==> src/rtl/apch_pkg.sv <==
/*
  Shared types and constants for the ATS/PRI command handler: command word
  layout, opcodes, field positions, response codes and the message struct.
  Assumes the command queue presents one 128-bit command as four 32-bit words.
*/
package apch_pkg;

  // ---------------------------------------------------------------------
  // Opcodes and command field positions
  // ---------------------------------------------------------------------
  localparam logic [7:0] APCH_OP_ATC_INV   = 8'h40;
  localparam logic [7:0] APCH_OP_PAGE_RESP = 8'h41;
  localparam int         APCH_OPC_LSB      = 0;
  localparam int         APCH_GLOBAL_BIT   = 9;
  localparam int         APCH_SSV_BIT      = 11;
  localparam int         APCH_SUBSTR_LSB   = 12;
  localparam int         APCH_SIZE_LSB     = 0;
  localparam int         APCH_ADDR_LSB     = 12;
  localparam int         APCH_PRG_LSB      = 0;
  localparam int         APCH_RESP_LSB     = 12;

  // ---------------------------------------------------------------------
  // Widths and limits
  // ---------------------------------------------------------------------
  localparam int         APCH_ADDR_W       = 52;
  localparam int         APCH_SUBSTR_W     = 20;
  localparam int         APCH_PRG_W        = 9;
  localparam logic [5:0] APCH_SIZE_ALL     = 6'h34;
  localparam int         APCH_PAGE_SHIFT   = 12;

  // ---------------------------------------------------------------------
  // Page response codes
  // ---------------------------------------------------------------------
  localparam logic [1:0] APCH_RESP_FAILURE = 2'h0;
  localparam logic [1:0] APCH_RESP_INVALID = 2'h1;
  localparam logic [1:0] APCH_RESP_SUCCESS = 2'h2;
  localparam logic [1:0] APCH_RESP_RSVD    = 2'h3;

  // ---------------------------------------------------------------------
  // Reset values
  // ---------------------------------------------------------------------
  localparam logic       APCH_READY_RST    = 1'b1;

  typedef enum logic [1:0] {
    APCH_V_SEND    = 2'b00,
    APCH_V_IGNORE  = 2'b01,
    APCH_V_ILLEGAL = 2'b10
  } apch_verdict_e;

  typedef enum logic {
    APCH_K_INVAL = 1'b0,
    APCH_K_PRESP = 1'b1
  } apch_kind_e;

  typedef struct packed {
    logic [31:0] w3;
    logic [31:0] w2;
    logic [31:0] w1;
    logic [31:0] w0;
  } apch_cmd_s;

  typedef struct packed {
    logic ats_supported;
    logic pri_supported;
    logic pasid_supported;
    logic secure_queue_ats_block;
    logic system_ats_ok;
    logic system_pri_ok;
    logic translation_enable_ns;
    logic translation_enable_s;
  } apch_cfg_s;

  typedef struct packed {
    apch_kind_e               kind;
    logic [31:0]              stream_number;
    logic                     pasid_en;
    logic [APCH_SUBSTR_W-1:0] pasid;
    logic                     global_inv;
    logic                     inval_all;
    logic [APCH_ADDR_W-1:0]   addr;
    logic [5:0]               size;
    logic [APCH_PRG_W-1:0]    page_group_index;
    logic [1:0]               resp;
  } apch_msg_s;

endpackage

==> src/rtl/apch_top.sv <==
/*
  ATS/PRI command handler top. Takes invalidation and page response
  commands from the command queue, decides send, ignore or illegal, sends
  messages to the root complex and holds sync completion until every sent
  invalidation is acknowledged.
  Assumes all inputs come from logic on i_core_clk; the root complex only
  acknowledges an invalidation once affected transactions are visible.
*/
`timescale 1ns/1ns

// Behaviour
// - Invalidation opcode 0x40 sends request covering 4096 times two to size.
// - Address bits below 12 plus size read as zero; upper bits forwarded.
// - Size 52 invalidates all; larger sizes raise the illegal error here.
// - Without PASID support, substream ignored; valid flag sends no prefix.
// - With PASID and substream valid, prefix sent; global flag only then.
// - Illegal error if feature absent, or secure block set on secure queue.
// - Invalidation ignored if system lacks ATS or queue enable is zero.
// - Both queues accepted; stream number always taken as non-secure.
// - Consuming is not completing; a later sync marks completion.
// - Complete only when affected transactions are visible in their domain.
// - An Unsupported Request answer completes the command without error.
// - Page response notifies stream of group completion with a code.
// - Page response illegal without PRI support or with reserved code.
// - Page response ignored if system lacks PRI or queue enable zero.
// - Without PASID support, page response sent without prefix.
// - With PASID support and substream valid, page response carries prefix.
module apch_top
  import apch_pkg::*;
#(
  parameter int CNT_W = 8
) (
  // Clock and reset
  input  wire logic        i_core_clk,
  input  wire logic        i_rstn,
  // Command queue side
  input  wire logic        i_cmd_valid,
  input  wire apch_cmd_s   i_cmd,
  input  wire logic        i_cmd_secure,
  output logic             o_cmd_ready,
  output logic             o_illegal_command_error,
  output logic             o_cmd_ignored,
  // Sync side
  input  wire logic        i_sync_req,
  output logic             o_sync_done,
  // Configuration levels
  input  wire apch_cfg_s   i_cfg,
  // Root complex message side
  output logic             o_msg_valid,
  output apch_msg_s        o_msg,
  input  wire logic        i_msg_ready,
  input  wire logic        i_inval_ack,
  input  wire logic        i_inval_ack_ur,
  // Status
  output logic [CNT_W-1:0] o_outstanding
);

  // ---------------------------------------------------------------------
  // Types and state
  // ---------------------------------------------------------------------
  typedef enum logic [1:0] {
    APCH_ST_IDLE = 2'b00,
    APCH_ST_SEND = 2'b01,
    APCH_ST_DONE = 2'b10
  } apch_state_e;

  apch_state_e      state_reg;
  apch_state_e      state_next;
  logic             ready_reg;
  logic             ready_next;
  logic             ill_reg;
  logic             ill_next;
  logic             ign_reg;
  logic             ign_next;
  logic             msg_valid_reg;
  logic             msg_valid_next;
  apch_msg_s        msg_reg;
  apch_msg_s        msg_next;
  logic             sync_done_reg;
  logic             sync_done_next;

  apch_verdict_e    verdict;
  apch_msg_s        dec_msg;
  logic             take_cmd;
  logic             inval_sent;
  logic             ack_event;
  logic [CNT_W-1:0] count;
  logic             trk_full;
  logic             trk_empty;

  // ---------------------------------------------------------------------
  // Decode
  // ---------------------------------------------------------------------
  apch_decode u_decode (
    .i_cmd          (i_cmd),
    .i_secure_queue (i_cmd_secure),
    .i_cfg          (i_cfg),
    .o_verdict      (verdict),
    .o_msg          (dec_msg)
  );

  // A command is taken only when the handler is idle and ready.
  assign take_cmd   = i_cmd_valid & ready_reg & (state_reg == APCH_ST_IDLE);
  // An invalidation counts as outstanding once the root complex takes it.
  assign inval_sent = msg_valid_reg & i_msg_ready &
                      (msg_reg.kind == APCH_K_INVAL);
  // An Unsupported Request answer is still a completion, with no error.
  assign ack_event  = i_inval_ack | i_inval_ack_ur;

  // ---------------------------------------------------------------------
  // Outstanding invalidation tracking
  // ---------------------------------------------------------------------
  apch_ack_tracker #(
    .CNT_W (CNT_W)
  ) u_tracker (
    .i_core_clk (i_core_clk),
    .i_rstn     (i_rstn),
    .i_sent     (inval_sent),
    .i_ack      (ack_event),
    .o_count    (count),
    .o_full     (trk_full),
    .o_empty    (trk_empty)
  );

  // ---------------------------------------------------------------------
  // Command state machine, next values
  // ---------------------------------------------------------------------
  // Ready drops on the cycle after a take so each command is decoded once.
  // A full tracker stalls the queue rather than losing an ack count.
  always_comb begin
    state_next     = state_reg;
    ready_next     = ready_reg;
    ill_next       = 1'b0;
    ign_next       = 1'b0;
    msg_valid_next = msg_valid_reg;
    msg_next       = msg_reg;
    unique case (state_reg)
      APCH_ST_IDLE: begin
        ready_next = ~trk_full;
        if (take_cmd) begin
          ready_next = 1'b0;
          unique case (verdict)
            APCH_V_ILLEGAL: begin
              ill_next   = 1'b1;
              state_next = APCH_ST_DONE;
            end
            APCH_V_IGNORE: begin
              ign_next   = 1'b1;
              state_next = APCH_ST_DONE;
            end
            default: begin
              msg_next       = dec_msg;
              msg_valid_next = 1'b1;
              state_next     = APCH_ST_SEND;
            end
          endcase
        end
      end
      APCH_ST_SEND: begin
        if (i_msg_ready) begin
          msg_valid_next = 1'b0;
          state_next     = APCH_ST_DONE;
        end
      end
      APCH_ST_DONE: begin
        // One spare cycle lets the tracker count the send first.
        state_next = APCH_ST_IDLE;
        ready_next = ~trk_full;
      end
      default: begin
        state_next     = APCH_ST_IDLE;
        ready_next     = 1'b0;
        msg_valid_next = 1'b0;
      end
    endcase
  end

  // ---------------------------------------------------------------------
  // Command state machine, registers
  // ---------------------------------------------------------------------
  always_ff @(posedge i_core_clk or negedge i_rstn) begin
    if (!i_rstn) begin
      state_reg     <= APCH_ST_IDLE;
      ready_reg     <= APCH_READY_RST;
      ill_reg       <= 1'b0;
      ign_reg       <= 1'b0;
      msg_valid_reg <= 1'b0;
      msg_reg       <= '0;
    end else begin
      state_reg     <= state_next;
      ready_reg     <= ready_next;
      ill_reg       <= ill_next;
      ign_reg       <= ign_next;
      msg_valid_reg <= msg_valid_next;
      msg_reg       <= msg_next;
    end
  end

  // ---------------------------------------------------------------------
  // Sync completion, next value
  // ---------------------------------------------------------------------
  // Sync completes only with no command in flight and no invalidation
  // awaiting its ack. The pulse is not repeated back to back, so a
  // requester that drops its request late is not completed twice.
  always_comb begin
    sync_done_next = 1'b0;
    if (i_sync_req && !sync_done_reg && state_reg == APCH_ST_IDLE &&
        !msg_valid_reg && trk_empty && !inval_sent) begin
      sync_done_next = 1'b1;
    end
  end

  // ---------------------------------------------------------------------
  // Sync completion, register
  // ---------------------------------------------------------------------
  always_ff @(posedge i_core_clk or negedge i_rstn) begin
    if (!i_rstn) begin
      sync_done_reg <= 1'b0;
    end else begin
      sync_done_reg <= sync_done_next;
    end
  end

  // ---------------------------------------------------------------------
  // Outputs
  // ---------------------------------------------------------------------
  // All outputs are flip-flops; the count is the tracker's own register.
  assign o_cmd_ready             = ready_reg;
  assign o_illegal_command_error = ill_reg;
  assign o_cmd_ignored           = ign_reg;
  assign o_msg_valid             = msg_valid_reg;
  assign o_msg                   = msg_reg;
  assign o_sync_done             = sync_done_reg;
  assign o_outstanding           = count;

endmodule

==> src/rtl/apch_decode.sv <==
/*
  Combinational decoder: turns one command into a verdict (send, ignore,
  illegal) and the outgoing message. Assumes configuration inputs are
  stable, same-clock levels.
*/
`timescale 1ns/1ns
module apch_decode
  import apch_pkg::*;
(
  // Command
  input  wire apch_cmd_s     i_cmd,
  input  wire logic          i_secure_queue,
  // Configuration
  input  wire apch_cfg_s     i_cfg,
  // Result
  output apch_verdict_e      o_verdict,
  output apch_msg_s          o_msg
);

  // ---------------------------------------------------------------------
  // Address alignment
  // ---------------------------------------------------------------------
  // Clears address bits below 12 plus size; size 52 and above clears all.
  function automatic logic [APCH_ADDR_W-1:0] align_addr(
    input logic [APCH_ADDR_W-1:0] addr,
    input logic [5:0]             size
  );
    logic [APCH_ADDR_W-1:0] keep;
    keep = '1;
    if (size >= APCH_SIZE_ALL) begin
      keep = '0;
    end else begin
      keep = keep << size;
    end
    return addr & keep;
  endfunction

  logic [7:0] opcode;
  logic       substream_valid;
  logic [5:0] size;
  logic [1:0] resp;
  logic       te;

  assign opcode = i_cmd.w0[APCH_OPC_LSB +: 8];
  assign substream_valid    = i_cmd.w0[APCH_SSV_BIT];
  assign size   = i_cmd.w2[APCH_SIZE_LSB +: 6];
  assign resp   = i_cmd.w2[APCH_RESP_LSB +: 2];
  // The enable of the issuing queue gates the command.
  assign te     = i_secure_queue ? i_cfg.translation_enable_s
                                 : i_cfg.translation_enable_ns;

  // ---------------------------------------------------------------------
  // Verdict and message
  // ---------------------------------------------------------------------
  // Illegal cases are checked before the ignore cases.
  always_comb begin
    o_msg                  = '0;
    o_msg.stream_number    = i_cmd.w1;
    o_msg.pasid            = i_cmd.w0[APCH_SUBSTR_LSB +: APCH_SUBSTR_W];
    o_msg.pasid_en         = substream_valid & i_cfg.pasid_supported;
    if (!o_msg.pasid_en) begin
      o_msg.pasid = '0;
    end
    o_verdict = APCH_V_SEND;
    if (opcode == APCH_OP_ATC_INV) begin
      o_msg.kind       = APCH_K_INVAL;
      o_msg.size       = size;
      o_msg.addr       = align_addr({i_cmd.w3, i_cmd.w2[31:APCH_ADDR_LSB]},
                                    size);
      o_msg.inval_all  = (size == APCH_SIZE_ALL);
      o_msg.global_inv = o_msg.pasid_en & i_cmd.w0[APCH_GLOBAL_BIT];
      if (!i_cfg.ats_supported) begin
        o_verdict = APCH_V_ILLEGAL;
      end else if (i_cfg.secure_queue_ats_block && i_secure_queue) begin
        o_verdict = APCH_V_ILLEGAL;
      end else if (size > APCH_SIZE_ALL) begin
        o_verdict = APCH_V_ILLEGAL;
      end else if (!i_cfg.system_ats_ok || !te) begin
        o_verdict = APCH_V_IGNORE;
      end
    end else if (opcode == APCH_OP_PAGE_RESP) begin
      o_msg.kind             = APCH_K_PRESP;
      o_msg.resp             = resp;
      o_msg.page_group_index = i_cmd.w2[APCH_PRG_LSB +: APCH_PRG_W];
      if (!i_cfg.pri_supported || resp == APCH_RESP_RSVD) begin
        o_verdict = APCH_V_ILLEGAL;
      end else if (i_cfg.secure_queue_ats_block && i_secure_queue) begin
        o_verdict = APCH_V_ILLEGAL;
      end else if (!i_cfg.system_pri_ok || !te) begin
        o_verdict = APCH_V_IGNORE;
      end
    end else begin
      o_verdict = APCH_V_ILLEGAL;
    end
  end

endmodule

==> src/rtl/apch_ack_tracker.sv <==
/*
  Counts invalidation requests sent but not yet acknowledged by the root
  complex. Assumes acknowledgements arrive as one-cycle same-clock pulses,
  never more than were sent.
*/
`timescale 1ns/1ns
module apch_ack_tracker
  import apch_pkg::*;
#(
  parameter int CNT_W = 8
) (
  // Clock and reset
  input  wire logic             i_core_clk,
  input  wire logic             i_rstn,
  // Events
  input  wire logic             i_sent,
  input  wire logic             i_ack,
  // State
  output logic [CNT_W-1:0]      o_count,
  output logic                  o_full,
  output logic                  o_empty
);

  logic [CNT_W-1:0] count_reg;
  logic [CNT_W-1:0] count_next;

  // ---------------------------------------------------------------------
  // Outstanding count
  // ---------------------------------------------------------------------
  // A send and an ack in the same cycle cancel; nothing is lost.
  always_comb begin
    count_next = count_reg;
    if (i_sent && !i_ack) begin
      count_next = count_reg + {{(CNT_W-1){1'b0}}, 1'b1};
    end else if (!i_sent && i_ack && count_reg != '0) begin
      count_next = count_reg - {{(CNT_W-1){1'b0}}, 1'b1};
    end
  end

  always_ff @(posedge i_core_clk or negedge i_rstn) begin
    if (!i_rstn) begin
      count_reg <= '0;
    end else begin
      count_reg <= count_next;
    end
  end

  assign o_count = count_reg;
  assign o_full  = (count_reg == '1);
  assign o_empty = (count_reg == '0);

endmodule

==> config.mk <==
export PLATFORM = sky130hd
export DESIGN_NAME = apch_top
export DESIGN_NICKNAME = d
export VERILOG_FILES = /design/src/rtl/apch_pkg.sv /design/src/rtl/apch_top.sv /design/src/rtl/apch_decode.sv /design/src/rtl/apch_ack_tracker.sv
export SDC_FILE = /design/constraint.sdc
export NUM_CORES = 1
export LEC_CHECK = 0
export BUFFER_PORTS_ARGS = -buffer_cell sky130_fd_sc_hd__buf_2
export CAP_MARGIN = 5
export CORE_ASPECT_RATIO = 0.75
export CORE_MARGIN = 4
export CORE_UTILIZATION = 49
export CTS_CLUSTER_DIAMETER = 120
export DETAILED_ROUTE_END_ITERATION = 6
export PLACE_DENSITY = 0.81
export RECOVER_POWER = 50
export SLEW_MARGIN = 10
export SYNTH_ARGS = -nofsm -noshare
export SYNTH_HDL_FRONTEND = slang
export SYNTH_HIERARCHICAL = 1
export SYNTH_SLANG_ARGS = --single-unit
==> constraint.sdc <==
create_clock -name i_core_clk -period 3.55 [get_ports i_core_clk]
set_input_delay 0 -clock i_core_clk [delete_from_list [all_inputs] [get_ports i_core_clk]]
set_output_delay 0 -clock i_core_clk [all_outputs]
set_load 0.05 [all_outputs]
==> impl_metrics.sql, run 1 <==
INSERT INTO impl_metrics (metric_group, metric, value, unit) VALUES
('outcome', 'status', 'finished, violations left', ''),
('outcome', 'violations_in_the_final_reports', 'capacitance limit, slew limit', ''),
('setup_path', 'timing.critical_path.to_type', 'flop', ''),
('clocking', 'cts-buffers-inserted', '17', ''),
('layout', 'finish.net_count', '1083', ''),
('clocking', 'cts-htree-levels', '4', ''),
('grt', 'grt_pass1_vias', '6682', ''),
('sta', 'timing.final.crit_share', '82.1', '%'),
('sta', 'final.setup.tns', '0', 'ns'),
('placed_design', 'place_congestion', '0.858', ''),
('yosys', 'number_of_enable_flip_flop_cells_after_synthesis', '0', ''),
('drt', 'vias_per_cell', '5.34', ''),
('sta', 'max_slew.worst_pin.slew', '2.68', 'ns'),
('layout', 'mostFrequentLayoutCells', 'sky130_fd_sc_hd__buf_2 (148), sky130_fd_sc_hd__dfrtp_1 (139), sky130_fd_sc_hd__clkbuf_1 (127)', ''),
('job', 'maxCapViolCount', '1', ''),
('yosys', 'postSynthAreaPerCell', '12.2', 'sq um'),
('grt', 'grt_max_degree', '108', ''),
('layout', 'flow.area_growth_from_synthesis', '40.5', '%'),
('drt', 'drc_errors', '0', ''),
('yosys', 'ys.warnings.count', '6', ''),
('layout', 'n_antenna_cell', '0', ''),
('clocking', 'cts_tree', 'done', ''),
('pwr', 'power.leakage', '5.27', 'nW'),
('setup_path', 'worst_path_max_delay_cell', 'sky130_fd_sc_hd__dfrtp_1', ''),
('hold_path', 'hold_class', 'input port to flop', ''),
('clocking', 'max-clock-path-buffers', '2', ''),
('yosys', 'mappedNetlistArea', '7100', 'sq um'),
('pwr', 'cellPowerDensity', '479', 'nW/um^2'),
('floorplan', 'design.portCount', '282', ''),
('yosys', 'yosys_most_used_dff', 'sky130_fd_sc_hd__dfrtp_1', ''),
('floorplan', 'start_util', '50.9', '%'),
('clocking', 'ctsHoldBuffers', '106', ''),
('yosys', 'synth_top_family_by_area', 'multiplexers', ''),
('yosys', 'post_synth_fa_ha_maj_area_fraction', '1.69', '%'),
('setup_path', 'worstSetupPathType', 'flop to flop', ''),
('floorplan', 'core_box_area', '13900', 'sq um'),
('sta', 'clock.fmax', '0.343', 'GHz'),
('placed_design', 'dp.final_hpwl', '14100', 'microns'),
('clocking', 'cts_setup_buffers', '0', ''),
('yosys', 'synth.mux.area_fraction', '22.8', '%'),
('hold_path', 'hold_depth', '3', ''),
('setup_path', 'highest_net_fanout_along_the_worst_path', '7', ''),
('floorplan', 'floorplan.die.width', '147', 'microns'),
('clocking', 'postCtsResizedCells', '0', ''),
('drt', 'detail_route.wirelength', '23000', 'microns'),
('drt', 'first_pass_iters', '5', ''),
('placed_design', 'buffer_ports.inserted', '276', ''),
('drt', 'post_drt_wl_per_cell', '20.2', 'microns'),
('layout', 'post_route_cells_drive_above_1_share', '35.9', '%'),
('sta', 'setup_repair_after_global_routing_missed_its_margin', 'false', ''),
('yosys', 'yosys.cell_types.count', '49', ''),
('yosys', 'yosysSeqAreaShare', '49.4', '%'),
('clocking', 'clk_transition_reported_paths', '0.06', 'ns'),
('grt', 'global_route_wire_length_before_repair', '36400', 'microns'),
('grt', 'antenna_found_initial', '0', ''),
('layout', 'largest_register_ffs', '125', ''),
('sta', 'slew_viol_final', '108', ''),
('clocking', 'cts_num_sinks', '140', ''),
('yosys', 'netlist_instances', '583', ''),
('setup_path', 'critical_path.cell_chain', 'nand2_1 -> nor2_1 -> nand2b_1 -> ha_1 -> a211oi_1 -> o21ai_0 -> a31oi_1 -> mux2_2 -> a221o_1', ''),
('layout', 'post-route-util', '71.6', '%'),
('clocking', 'clock_tree.root_cell', 'sky130_fd_sc_hd__clkbuf_16', ''),
('yosys', 'synthXorXnorAreaFrac', '0.740', '%'),
('pwr', 'ir_worst_vdd', '0.591', 'mV'),
('drt', 'drt-initial-drc-count', '278', ''),
('setup_path', 'cp.buffers_inverters', '0', ''),
('floorplan', 'num_rows', '37', ''),
('yosys', 'asyncSetResetFlopFracSynth', '100', '%'),
('setup_path', 'critPathArrivalTime', '3.22', 'ns'),
('sta', 'maxSlewHeadroom', '-78.7', '%'),
('setup_path', 'worstRegToRegCells', '9', '');
==> synthesized netlist by cell type, types with 3 or more instances <==
library cell	instances	share of area, %
sky130_fd_sc_hd__dfrtp_1	139	49
sky130_fd_sc_hd__mux2_2	100	16
sky130_fd_sc_hd__and3_1	54	4.8
sky130_fd_sc_hd__buf_4	35	3.7
sky130_fd_sc_hd__mux2_4	33	7.0
sky130_fd_sc_hd__nand2_1	24	1.3
sky130_fd_sc_hd__o21ai_0	23	1.6
sky130_fd_sc_hd__nor2_1	22	1.2
sky130_fd_sc_hd__and2_1	21	1.9
sky130_fd_sc_hd__clkbuf_1	16	0.85
sky130_fd_sc_hd__buf_2	11	0.78
sky130_fd_sc_hd__a21oi_1	10	0.71
sky130_fd_sc_hd__ha_1	8	1.4
sky130_fd_sc_hd__inv_1	7	0.37
sky130_fd_sc_hd__nand2b_1	6	0.53
sky130_fd_sc_hd__a21o_1	5	0.53
sky130_fd_sc_hd__and3b_1	5	0.62
sky130_fd_sc_hd__buf_6	5	0.79
sky130_fd_sc_hd__nand4_1	4	0.35
sky130_fd_sc_hd__or2_2	4	0.35
sky130_fd_sc_hd__and4_1	3	0.37
sky130_fd_sc_hd__nor2_2	3	0.26
sky130_fd_sc_hd__o211a_1	3	0.42
sky130_fd_sc_hd__xnor2_1	3	0.37
sky130_fd_sc_hd__xor2_1	3	0.37
==> report_power, final <==
part / internal [mW] / total, mW / switching (mW)
Clock: 1.25 / 1.96 / 0.716
Sequential: 1.67 / 1.77 / 0.0997
Combinational: 0.442 / 1.04 / 0.602
==> cell type report <==
type                       count  area, sq um
fill                         996         3960
sequential                   140         3500
multi-input combinational    369         3130
timing repair buffer         395         2420
clock buffer                  17          425
tap                          195          244
clock inverter                15          221
inverter                       7         26.3
==> layer usage <==
metal	GRT usage [%]	up-vias	share of wire (%)
li1	-	2718	-
met1	33.3	3003	39
met2	47.9	315	50
met3	9.48	44	8.5
met4	9.44	0	2.5
met5	0	-	0
==> logic make-up after synthesis <==
group           count (synthesis)
simple gates                  167
flops                         140
mux                           133
buf+inv                        74
compound gates                 54
fa+ha+maj                       9
xor+xnor                        6
==> tightest hold or removal path: cells and delay by family <==
| family | cells | cell delay, ns |
|---|---|---|
| and+or+nand+nor | 1 | 0.17 |
| muxes | 1 | 0.16 |
| buffers and inverters | 1 | 0.08 |
==> path summary, 6_finish.rpt <==
check,to,from,slack (ns)
min in group asynchronous,o_msg[24],i_rstn,0.97
setup reg to reg,u_tracker/o_count[7],o_msg_valid,0.63
max in group asynchronous,o_msg[118],i_rstn,1.02
hold reg to reg,o_msg[93],o_msg[93],0.50
setup / recovery,u_tracker/o_count[7],o_msg_valid,0.63
hold / removal,o_msg[52],i_cmd[111],0.03
==> stage by stage <==
step           total power [mW]  hold WS (ns)  setup WS [ns]  instance area [sq um]
2_1_floorplan              2.47        -0.296          0.532                   7100
3_3_place_gp               2.71         0.196          0.488                   8430
3_5_place_dp               2.73         0.206          0.438                   8430
4_1_cts                    4.78      0.000264          0.653                  10100
5_1_grt                    4.97        0.0254          0.360                   9970
6_report                   4.78        0.0302          0.635                   9970
Note: power is estimated with default switching activity, not from simulation.
==> run 2: changes to the inputs <==
- ABC_AREA: default -> 1
- CORE_UTILIZATION: 49 -> 45
- PLACE_DENSITY: 0.81 -> 0.77
- clock period: 3.55 -> 2.3 ns (I/O delays scaled with it)
==> run 2 against run 1 <==
Net effect:
- the run now ends clean
- highest routed layer unchanged
- worst setup slack lost 0.46 ns
- critical endpoint is now o_msg[40]
- synthesized cell count rose by 65%
- first-iteration DRC count up 100%
- final area increased by 6.5%
- combinational power rose by 72%
- clock power grew 49%
- final cell count grew 35%
==> impl_metrics.sql, run 2 <==
INSERT INTO impl_metrics (metric_group, metric, value, unit) VALUES
('outcome', 'status', 'finished clean', ''),
('placed_design', 'place_congestion', '0.862', ''),
('sta', 'setup-violations-final', '0', ''),
('setup_path', 'r2r_start', 'o_msg_valid', ''),
('layout', 'mostFrequentLayoutCells', 'sky130_fd_sc_hd__nand2_1 (210), sky130_fd_sc_hd__buf_2 (206), sky130_fd_sc_hd__inv_1 (184)', ''),
('setup_path', 'regToRegEndpoint', 'u_tracker/o_count[7]', ''),
('pwr', 'power.leakage', '5.39', 'nW'),
('drt', 'routed.top_layer', 'met4', ''),
('drt', 'met3_wirelength', '2280', 'microns'),
('grt', 'grt_pass1_vias', '7354', ''),
('sta', 'timing.final.crit_period', '2.12', 'ns'),
('layout', 'finish.net_count', '1465', ''),
('drt', 'post_drt_wl_per_cell', '15.9', 'microns'),
('layout', 'post-route-util', '63.1', '%'),
('sta', 'setup_repair_after_global_routing_missed_its_margin', 'false', ''),
('clocking', 'cts_setup_buffers', '0', ''),
('placed_design', 'dp.final_hpwl', '15800', 'microns'),
('setup_path', 'critPathArrivalTime', '2.47', 'ns'),
('pwr', 'cellPowerDensity', '705', 'nW/um^2'),
('setup_path', 'cp-startpoint', 'i_cmd[77]', ''),
('sta', 'timing.final.crit_share', '92.4', '%'),
('grt', 'globalRoute.totalOverflow', '0', ''),
('setup_path', 'highest_net_fanout_along_the_worst_path', '44', ''),
('sta', 'maxSlewHeadroom', '2.16', '%'),
('clocking', 'cts-htree-levels', '4', ''),
('sta', 'skew', '0.0150', 'ns'),
('layout', 'largest_register_ffs', '125', ''),
('layout', 'layout_commonest_cell', 'sky130_fd_sc_hd__nand2_1', ''),
('sta', 'final.setup.tns', '0', 'ns'),
('yosys', 'synth_commonest_cells', 'sky130_fd_sc_hd__nand2_1 (210), sky130_fd_sc_hd__inv_1 (184), sky130_fd_sc_hd__dfrtp_1 (139), sky130_fd_sc_hd__nor2_1 (93), sky130_fd_sc_hd__o21ai_0 (74)', ''),
('clocking', 'max-clock-path-buffers', '2', ''),
('grt', 'global_route_wire_length_before_repair', '38300', 'microns'),
('setup_path', 'worst-r2r-setup-slack', '0.22', 'ns'),
('yosys', 'mappedNetlistArea', '7710', 'sq um'),
('drt', 'first_pass_iters', '5', ''),
('sta', 'slew_viol_final', '0', ''),
('layout', 'n_antenna_cell', '0', ''),
('setup_path', 'worstSetupPathType', 'input port to flop', ''),
('yosys', 'synth_area_leaders', 'sky130_fd_sc_hd__dfrtp_1 (45%), sky130_fd_sc_hd__nand2_1 (10%), sky130_fd_sc_hd__inv_1 (9.0%)', ''),
('floorplan', 'num_rows', '41', ''),
('drt', 'vias_per_cell', '4.86', ''),
('yosys', 'synth_most_common_cell', 'sky130_fd_sc_hd__nand2_1', ''),
('clocking', 'cts-buffers-inserted', '17', ''),
('drt', 'drt-initial-drc-count', '560', ''),
('setup_path', 'worstRegToRegCells', '11', ''),
('sta', 'clock.fmax', '0.471', 'GHz'),
('floorplan', 'design.portCount', '282', ''),
('setup_path', 'critical_path.startpoint_type', 'input port', ''),
('drt', 'routed-via-count', '7488', ''),
('grt', 'groute.usage.overall', '25.1', '%'),
('job', 'maxCapViolCount', '0', ''),
('layout', 'flow.area_growth_from_synthesis', '37.8', '%'),
('grt', 'antenna_found_initial', '0', ''),
('yosys', 'asyncSetResetFlopFracSynth', '100', '%'),
('hold_path', 'hold_class', 'input port to flop', ''),
('drt', 'wl_met1', '10100', 'microns'),
('layout', 'post_route_cells_drive_above_1_share', '26.6', '%'),
('setup_path', 'timing.critical_path.to_type', 'flop', ''),
('drt', 'drc_errors', '0', ''),
('clocking', 'clock_tree.root_cell', 'sky130_fd_sc_hd__clkbuf_16', ''),
('clocking', 'cts_num_sinks', '140', ''),
('drt', 'routed-wl-met2', '11300', 'microns'),
('yosys', 'yosys_most_used_dff', 'sky130_fd_sc_hd__dfrtp_1', ''),
('layout', 'num-fill-cells', '1414', ''),
('floorplan', 'floorplan.die.width', '159', 'microns'),
('pwr', 'ir_worst_vdd', '0.790', 'mV'),
('clocking', 'clk_transition_reported_paths', '0.07', 'ns'),
('clocking', 'clk-insertion-delay-late', '0.42', 'ns'),
('yosys', 'number_of_enable_flip_flop_cells_after_synthesis', '0', ''),
('yosys', 'syn-num-nets', '1114', ''),
('yosys', 'ys.warnings.count', '6', ''),
('yosys', 'postSynthAreaPerCell', '8.02', 'sq um'),
('layout', 'post_route_non_filler_standard_cell_count', '1540', ''),
('yosys', 'netlist_instances', '961', ''),
('setup_path', 'crit_required', '2.65', 'ns'),
('floorplan', 'die_area', '19300', 'sq um'),
('yosys', 'yosys_register_bits', '140', ''),
('yosys', 'yosysTopAreaCellShare', '45.1', '%'),
('floorplan', 'die_span_in_y', '121', 'microns'),
('pwr', 'total_power', '7.49', 'mW'),
('yosys', 'yosys.cell_types.count', '38', ''),
('drt', 'detail_route.wirelength', '24500', 'microns'),
('floorplan', 'start_util', '45.8', '%'),
('floorplan', 'core_box_area', '16800', 'sq um'),
('sta', 'max_slew.worst_pin.slew', '1.47', 'ns'),
('placed_design', 'buffer_ports.inserted', '276', ''),
('grt', 'grt_max_degree', '85', ''),
('yosys', 'yosysSeqAreaShare', '45.5', '%'),
('sta', 'hold_violations', '0', ''),
('setup_path', 'critPathCapture', 'o_msg[40]', ''),
('yosys', 'yosysTopAreaCell', 'sky130_fd_sc_hd__dfrtp_1', ''),
('clocking', 'cts_tree', 'done', ''),
('placed_design', 'post-place-cells', '1399', ''),
('drt', 'route.antenna.remaining_nets', '0', '');
## run 2: metal layers
layer  vias to the layer above  global-route usage [%]
met5                         -                       0
met1                      3416                    31.5
met3                        70                    8.15
li1                       3618                       -
met2                       384                    40.0
met4                         0                    11.1
## run 2: worst min path at each step
stage	slack [ns]	startpoint	to	depth (start not counted)
2_1_floorplan	-0.30	i_rstn	o_cmd_ignored	0
3_3_place_gp	0.01	i_rstn	o_msg[71]	1
3_5_place_dp	0.01	i_rstn	o_msg[71]	1
4_1_cts	0.004	i_cmd[88]	o_msg[29]	5
5_1_grt	0.03	i_cmd[81]	o_msg[22]	4
6_report	0.04	i_cmd[81]	o_msg[22]	4
## run 2: power by group
group | switching [mW] | internal, mW | total, mW | leakage [nW]
logic | 1.16 | 0.634 | 1.79 | 3.15
clock network | 1.16 | 1.77 | 2.93 | 0.303
registers | 0.175 | 2.60 | 2.77 | 1.93
## run 2: area by class of cell
| cell class | count | area (sq um) | area share (%) |
|---|---|---|---|
| timing repair buffer | 402 | 2580 | 24.3 |
| clock inverter | 13 | 181 | 1.71 |
| sequential | 140 | 3500 | 33.0 |
| inverter | 191 | 717 | 6.75 |
| multi-input combinational | 560 | 2920 | 27.5 |
| tap | 215 | 269 | 2.53 |
| clock buffer | 19 | 443 | 4.17 |
## run 2: worst max-delay path: stages
cell                            delay, ns
sky130_fd_sc_hd__dlygate4sd3_1       0.53
sky130_fd_sc_hd__buf_2               0.17
sky130_fd_sc_hd__a21oi_1             0.13
sky130_fd_sc_hd__nand4_1             0.11
sky130_fd_sc_hd__nand2_1             0.09
sky130_fd_sc_hd__nand2_1             0.08
sky130_fd_sc_hd__nor2_1              0.14
sky130_fd_sc_hd__inv_1               0.06
sky130_fd_sc_hd__ha_1                0.35
sky130_fd_sc_hd__nand3_4             0.14
sky130_fd_sc_hd__buf_12              0.18
sky130_fd_sc_hd__buf_12              0.25
sky130_fd_sc_hd__nand2_1             0.13
sky130_fd_sc_hd__o21ai_2             0.09
## run 2: per-stage QoR
step / hold slack (ns) / area [sq um] / setup WS, ns
5_1_grt: 0.0294 / 10600 / 0.0388
3_3_place_gp: 0.0130 / 9020 / 0.201
4_1_cts: 0.00375 / 10700 / 0.176
3_5_place_dp: 0.0134 / 9020 / 0.142
2_1_floorplan: -0.296 / 7710 / 0.0993
6_report: 0.0353 / 10600 / 0.175
## run 2: repair_timing
item                                   in CTS  in global routing
setup endpoints to repair                   0                  1
gates resized for setup                     0                  1
hold buffers                              109                  0
endpoints found under the hold margin     210                  0
## run 2: kinds of logic after synthesis
| group | Yosys count | share of synthesized area, % |
|---|---|---|
| AO/OA/AOI/OAI | 165 | 13.9 |
| adder cells (fa/ha/maj) | 9 | 1.56 |
| flip-flops | 140 | 45.5 |
| AND/OR/NAND/NOR | 384 | 22.1 |
| XOR/XNOR | 2 | 0.227 |
| buffers and inverters | 261 | 16.7 |
==> run 3: changes to the inputs <==
- CELL_PAD_IN_SITES_DETAIL_PLACEMENT: default -> 1
- CELL_PAD_IN_SITES_GLOBAL_PLACEMENT: default -> 1
- CORE_UTILIZATION: 45 -> 32
- PLACE_DENSITY: 0.77 -> default
- PLACE_DENSITY_LB_ADDON: default -> 0.1
==> run 3 against run 2 <==
Net effect:
- the run now ends with capacitance limit, slew limit left
- maximum frequency is 2.2% higher
- final area grew 1.9%
- die area rose by 38%
- total power barely moved
- first-iteration DRC count is 47% lower
- clock skew shrank 0.0050 ns
- critical path depth is the same
==> impl_metrics.sql, run 3 (same netlist as run 2, synthesis figures left out) <==
INSERT INTO impl_metrics (metric_group, metric, value, unit) VALUES
('sta', 'timing.final.crit_period', '2.08', 'ns'),
('layout', 'seq_area', '3500', 'sq um'),
('sta', 'max_slew.worst_pin.slew', '1.86', 'ns'),
('pwr', 'ir_worst_vdd', '0.599', 'mV'),
('drt', 'post_drt_wl_per_cell', '16.0', 'microns'),
('layout', 'largest_register_ffs', '125', ''),
('drt', 'detail_route.wirelength', '26000', 'microns'),
('placed_design', 'place_congestion', '0.835', ''),
('hold_path', 'worst_hold_startpoint', 'i_cmd[76]', ''),
('placed_design', 'dp.final_hpwl', '18700', 'microns'),
('grt', 'antenna_found_initial', '0', ''),
('setup_path', 'worstRegToRegCells', '11', ''),
('drt', 'drc_errors', '0', ''),
('job', 'maxCapViolCount', '1', ''),
('setup_path', 'critical_path.startpoint_type', 'input port', ''),
('floorplan', 'die_area', '26700', 'sq um'),
('layout', 'n_antenna_cell', '0', ''),
('layout', 'layout_commonest_cell', 'sky130_fd_sc_hd__nand2_1', ''),
('drt', 'first_pass_iters', '4', ''),
('clocking', 'clock_tree.root_cell', 'sky130_fd_sc_hd__clkbuf_16', ''),
('clocking', 'cts_num_sinks', '140', ''),
('grt', 'grt_pass1_vias', '7712', ''),
('grt', 'grt_max_degree', '84', ''),
('layout', 'multiInputGateArea', '2920', 'sq um'),
('sta', 'final.setup.tns', '0', 'ns'),
('sta', 'slew_viol_final', '68', ''),
('hold_path', 'hold_class', 'input port to flop', ''),
('layout', 'num-fill-cells', '2923', ''),
('hold_path', 'holdPathEnd', 'o_msg[0]', ''),
('sta', 'clock.fmax', '0.481', 'GHz'),
('drt', 'vias_per_cell', '4.45', ''),
('grt', 'groute.usage.overall', '19.8', '%'),
('drt', 'routed-via-count', '7263', ''),
('floorplan', 'design.portCount', '282', ''),
('layout', 'post-route-util', '46.3', '%'),
('drt', 'drt-initial-drc-count', '295', ''),
('setup_path', 'crit_required', '2.65', 'ns'),
('layout', 'finish.net_count', '1472', ''),
('sta', 'setup_repair_after_global_routing_missed_its_margin', 'false', ''),
('pwr', 'power.leakage', '5.43', 'nW'),
('drt', 'route.antenna.remaining_nets', '0', ''),
('grt', 'globalRoute.totalOverflow', '0', ''),
('floorplan', 'start_util', '33.0', '%'),
('floorplan', 'num_rows', '48', ''),
('clocking', 'cts_setup_buffers', '0', ''),
('hold_path', 'hold_depth', '5', ''),
('clocking', 'cts_tree', 'done', ''),
('outcome', 'status', 'finished, violations left', ''),
('placed_design', 'buffer_ports.inserted', '276', ''),
('setup_path', 'highest_net_fanout_along_the_worst_path', '29', ''),
('setup_path', 'worstSetupPathType', 'input port to flop', ''),
('sta', 'maxSlewHeadroom', '-24.0', '%'),
('sta', 'hold_violations', '0', ''),
('clocking', 'clk-insertion-delay-late', '0.43', 'ns'),
('setup_path', 'critPathArrivalTime', '2.43', 'ns'),
('setup_path', 'worst-r2r-setup-slack', '0.28', 'ns'),
('pwr', 'cellPowerDensity', '692', 'nW/um^2'),
('sta', 'skew', '0.0100', 'ns'),
('floorplan', 'floorplan.die.width', '187', 'microns'),
('grt', 'global_route_wire_length_before_repair', '42100', 'microns'),
('setup_path', 'timing.critical_path.to_type', 'flop', ''),
('outcome', 'violations_in_the_final_reports', 'capacitance limit, slew limit', ''),
('layout', 'mostFrequentLayoutCells', 'sky130_fd_sc_hd__nand2_1 (210), sky130_fd_sc_hd__buf_2 (206), sky130_fd_sc_hd__inv_1 (184)', ''),
('layout', 'flow.area_growth_from_synthesis', '40.4', '%'),
('setup_path', 'r2r_start', 'o_msg_valid', ''),
('sta', 'setup-violations-final', '0', ''),
('clocking', 'cts-htree-levels', '4', ''),
('floorplan', 'die_span_in_y', '142', 'microns'),
('sta', 'timing.final.crit_share', '90.4', '%'),
('clocking', 'cts-buffers-inserted', '17', ''),
('layout', 'post_route_cells_drive_above_1_share', '26.8', '%'),
('floorplan', 'core_box_area', '23400', 'sq um'),
('setup_path', 'regToRegEndpoint', 'u_tracker/o_count[7]', ''),
('clocking', 'max-clock-path-buffers', '2', ''),
('clocking', 'clk_transition_reported_paths', '0.06', 'ns');
-- run 3: changes by cell type in the layout (fill, tap and decap cells not counted), moves of 2 or more --
cell	change
sky130_fd_sc_hd__clkinv_4	-2
sky130_fd_sc_hd__dlygate4sd3_1	+2
sky130_fd_sc_hd__inv_6	-3
sky130_fd_sc_hd__buf_4	+2
sky130_fd_sc_hd__inv_8	-2
sky130_fd_sc_hd__buf_12	+3
sky130_fd_sc_hd__clkbuf_8	+3
sky130_fd_sc_hd__clkinv_2	+3
-- run 3: worst max-delay path by stage --
stage / start / to / slack (ns)
global route: i_rstn / o_msg[102] / 0.02
global placement: i_cmd[65] / o_msg[32] / 0.16
floorplan: o_msg_valid / u_tracker/o_count[7] / 0.1
CTS: o_msg_valid / u_tracker/o_count[7] / 0.18
detailed placement: i_cmd[65] / o_msg[95] / 0.11
finish: i_cmd[77] / o_msg[28] / 0.22
-- run 3: through the flow --
step / power, mW / std cells / worst slack (ns) / cell area (sq um) / hold slack [ns]
4_1_cts: 7.62 / 1632 / 0.182 / 10900 / 0.0255
2_1_floorplan: 3.96 / 961 / 0.0993 / 7710 / -0.296
5_1_grt: 7.93 / 1632 / 0.0188 / 10800 / 0.0733
6_report: 7.49 / 1632 / 0.221 / 10800 / 0.0402
3_3_place_gp: 4.45 / 1489 / 0.164 / 9180 / 0.0701
3_5_place_dp: 4.47 / 1489 / 0.109 / 9180 / 0.0709
-- run 3: critical path: stages --
cell and delay, ns:
sky130_fd_sc_hd__dlygate4sd3_1 0.53, sky130_fd_sc_hd__buf_2 0.16, sky130_fd_sc_hd__a21oi_1 0.13, sky130_fd_sc_hd__nand4_1 0.11, sky130_fd_sc_hd__nand2_1 0.08, sky130_fd_sc_hd__nand2_1 0.08, sky130_fd_sc_hd__nor2_1 0.15, sky130_fd_sc_hd__inv_1 0.06
sky130_fd_sc_hd__ha_1 0.36, sky130_fd_sc_hd__nand3_4 0.16, sky130_fd_sc_hd__buf_12 0.23, sky130_fd_sc_hd__buf_12 0.20, sky130_fd_sc_hd__nand2_1 0.08, sky130_fd_sc_hd__o21ai_2 0.06
-- run 3: repair_timing --
item | CTS | global route
resized for setup | 0 | 1
endpoints found under the setup margin | 0 | 1
hold buffers | 111 | 0
endpoints found under the hold margin | 176 | 0
-- run 3: layout make-up --
type | count | area share [%]
Inverter | 191 | 6.63
Multi-Input combinational cell | 560 | 27.0
Sequential cell | 140 | 32.4
Clock buffer | 22 | 4.48
Tap cell | 300 | 3.47
Timing Repair Buffer | 409 | 24.8
Clock inverter | 10 | 1.27
-- run 3: layer usage --
layer,GRT usage (%),part of all wire (%),routed length [microns],up-vias
li1,-,-,-,3621
met1,25.9,46,11900,3421
met2,33.2,47,12300,201
met3,5.22,5.7,1490,20
met4,4.94,1.2,303,0
met5,0,0,0,-
-- run 3: report_power, final --
part	switching, mW	internal [mW]	leakage [nW]
sequential	0.161	2.60	1.93
combinational	1.16	0.638	3.20
clock	1.12	1.82	0.302
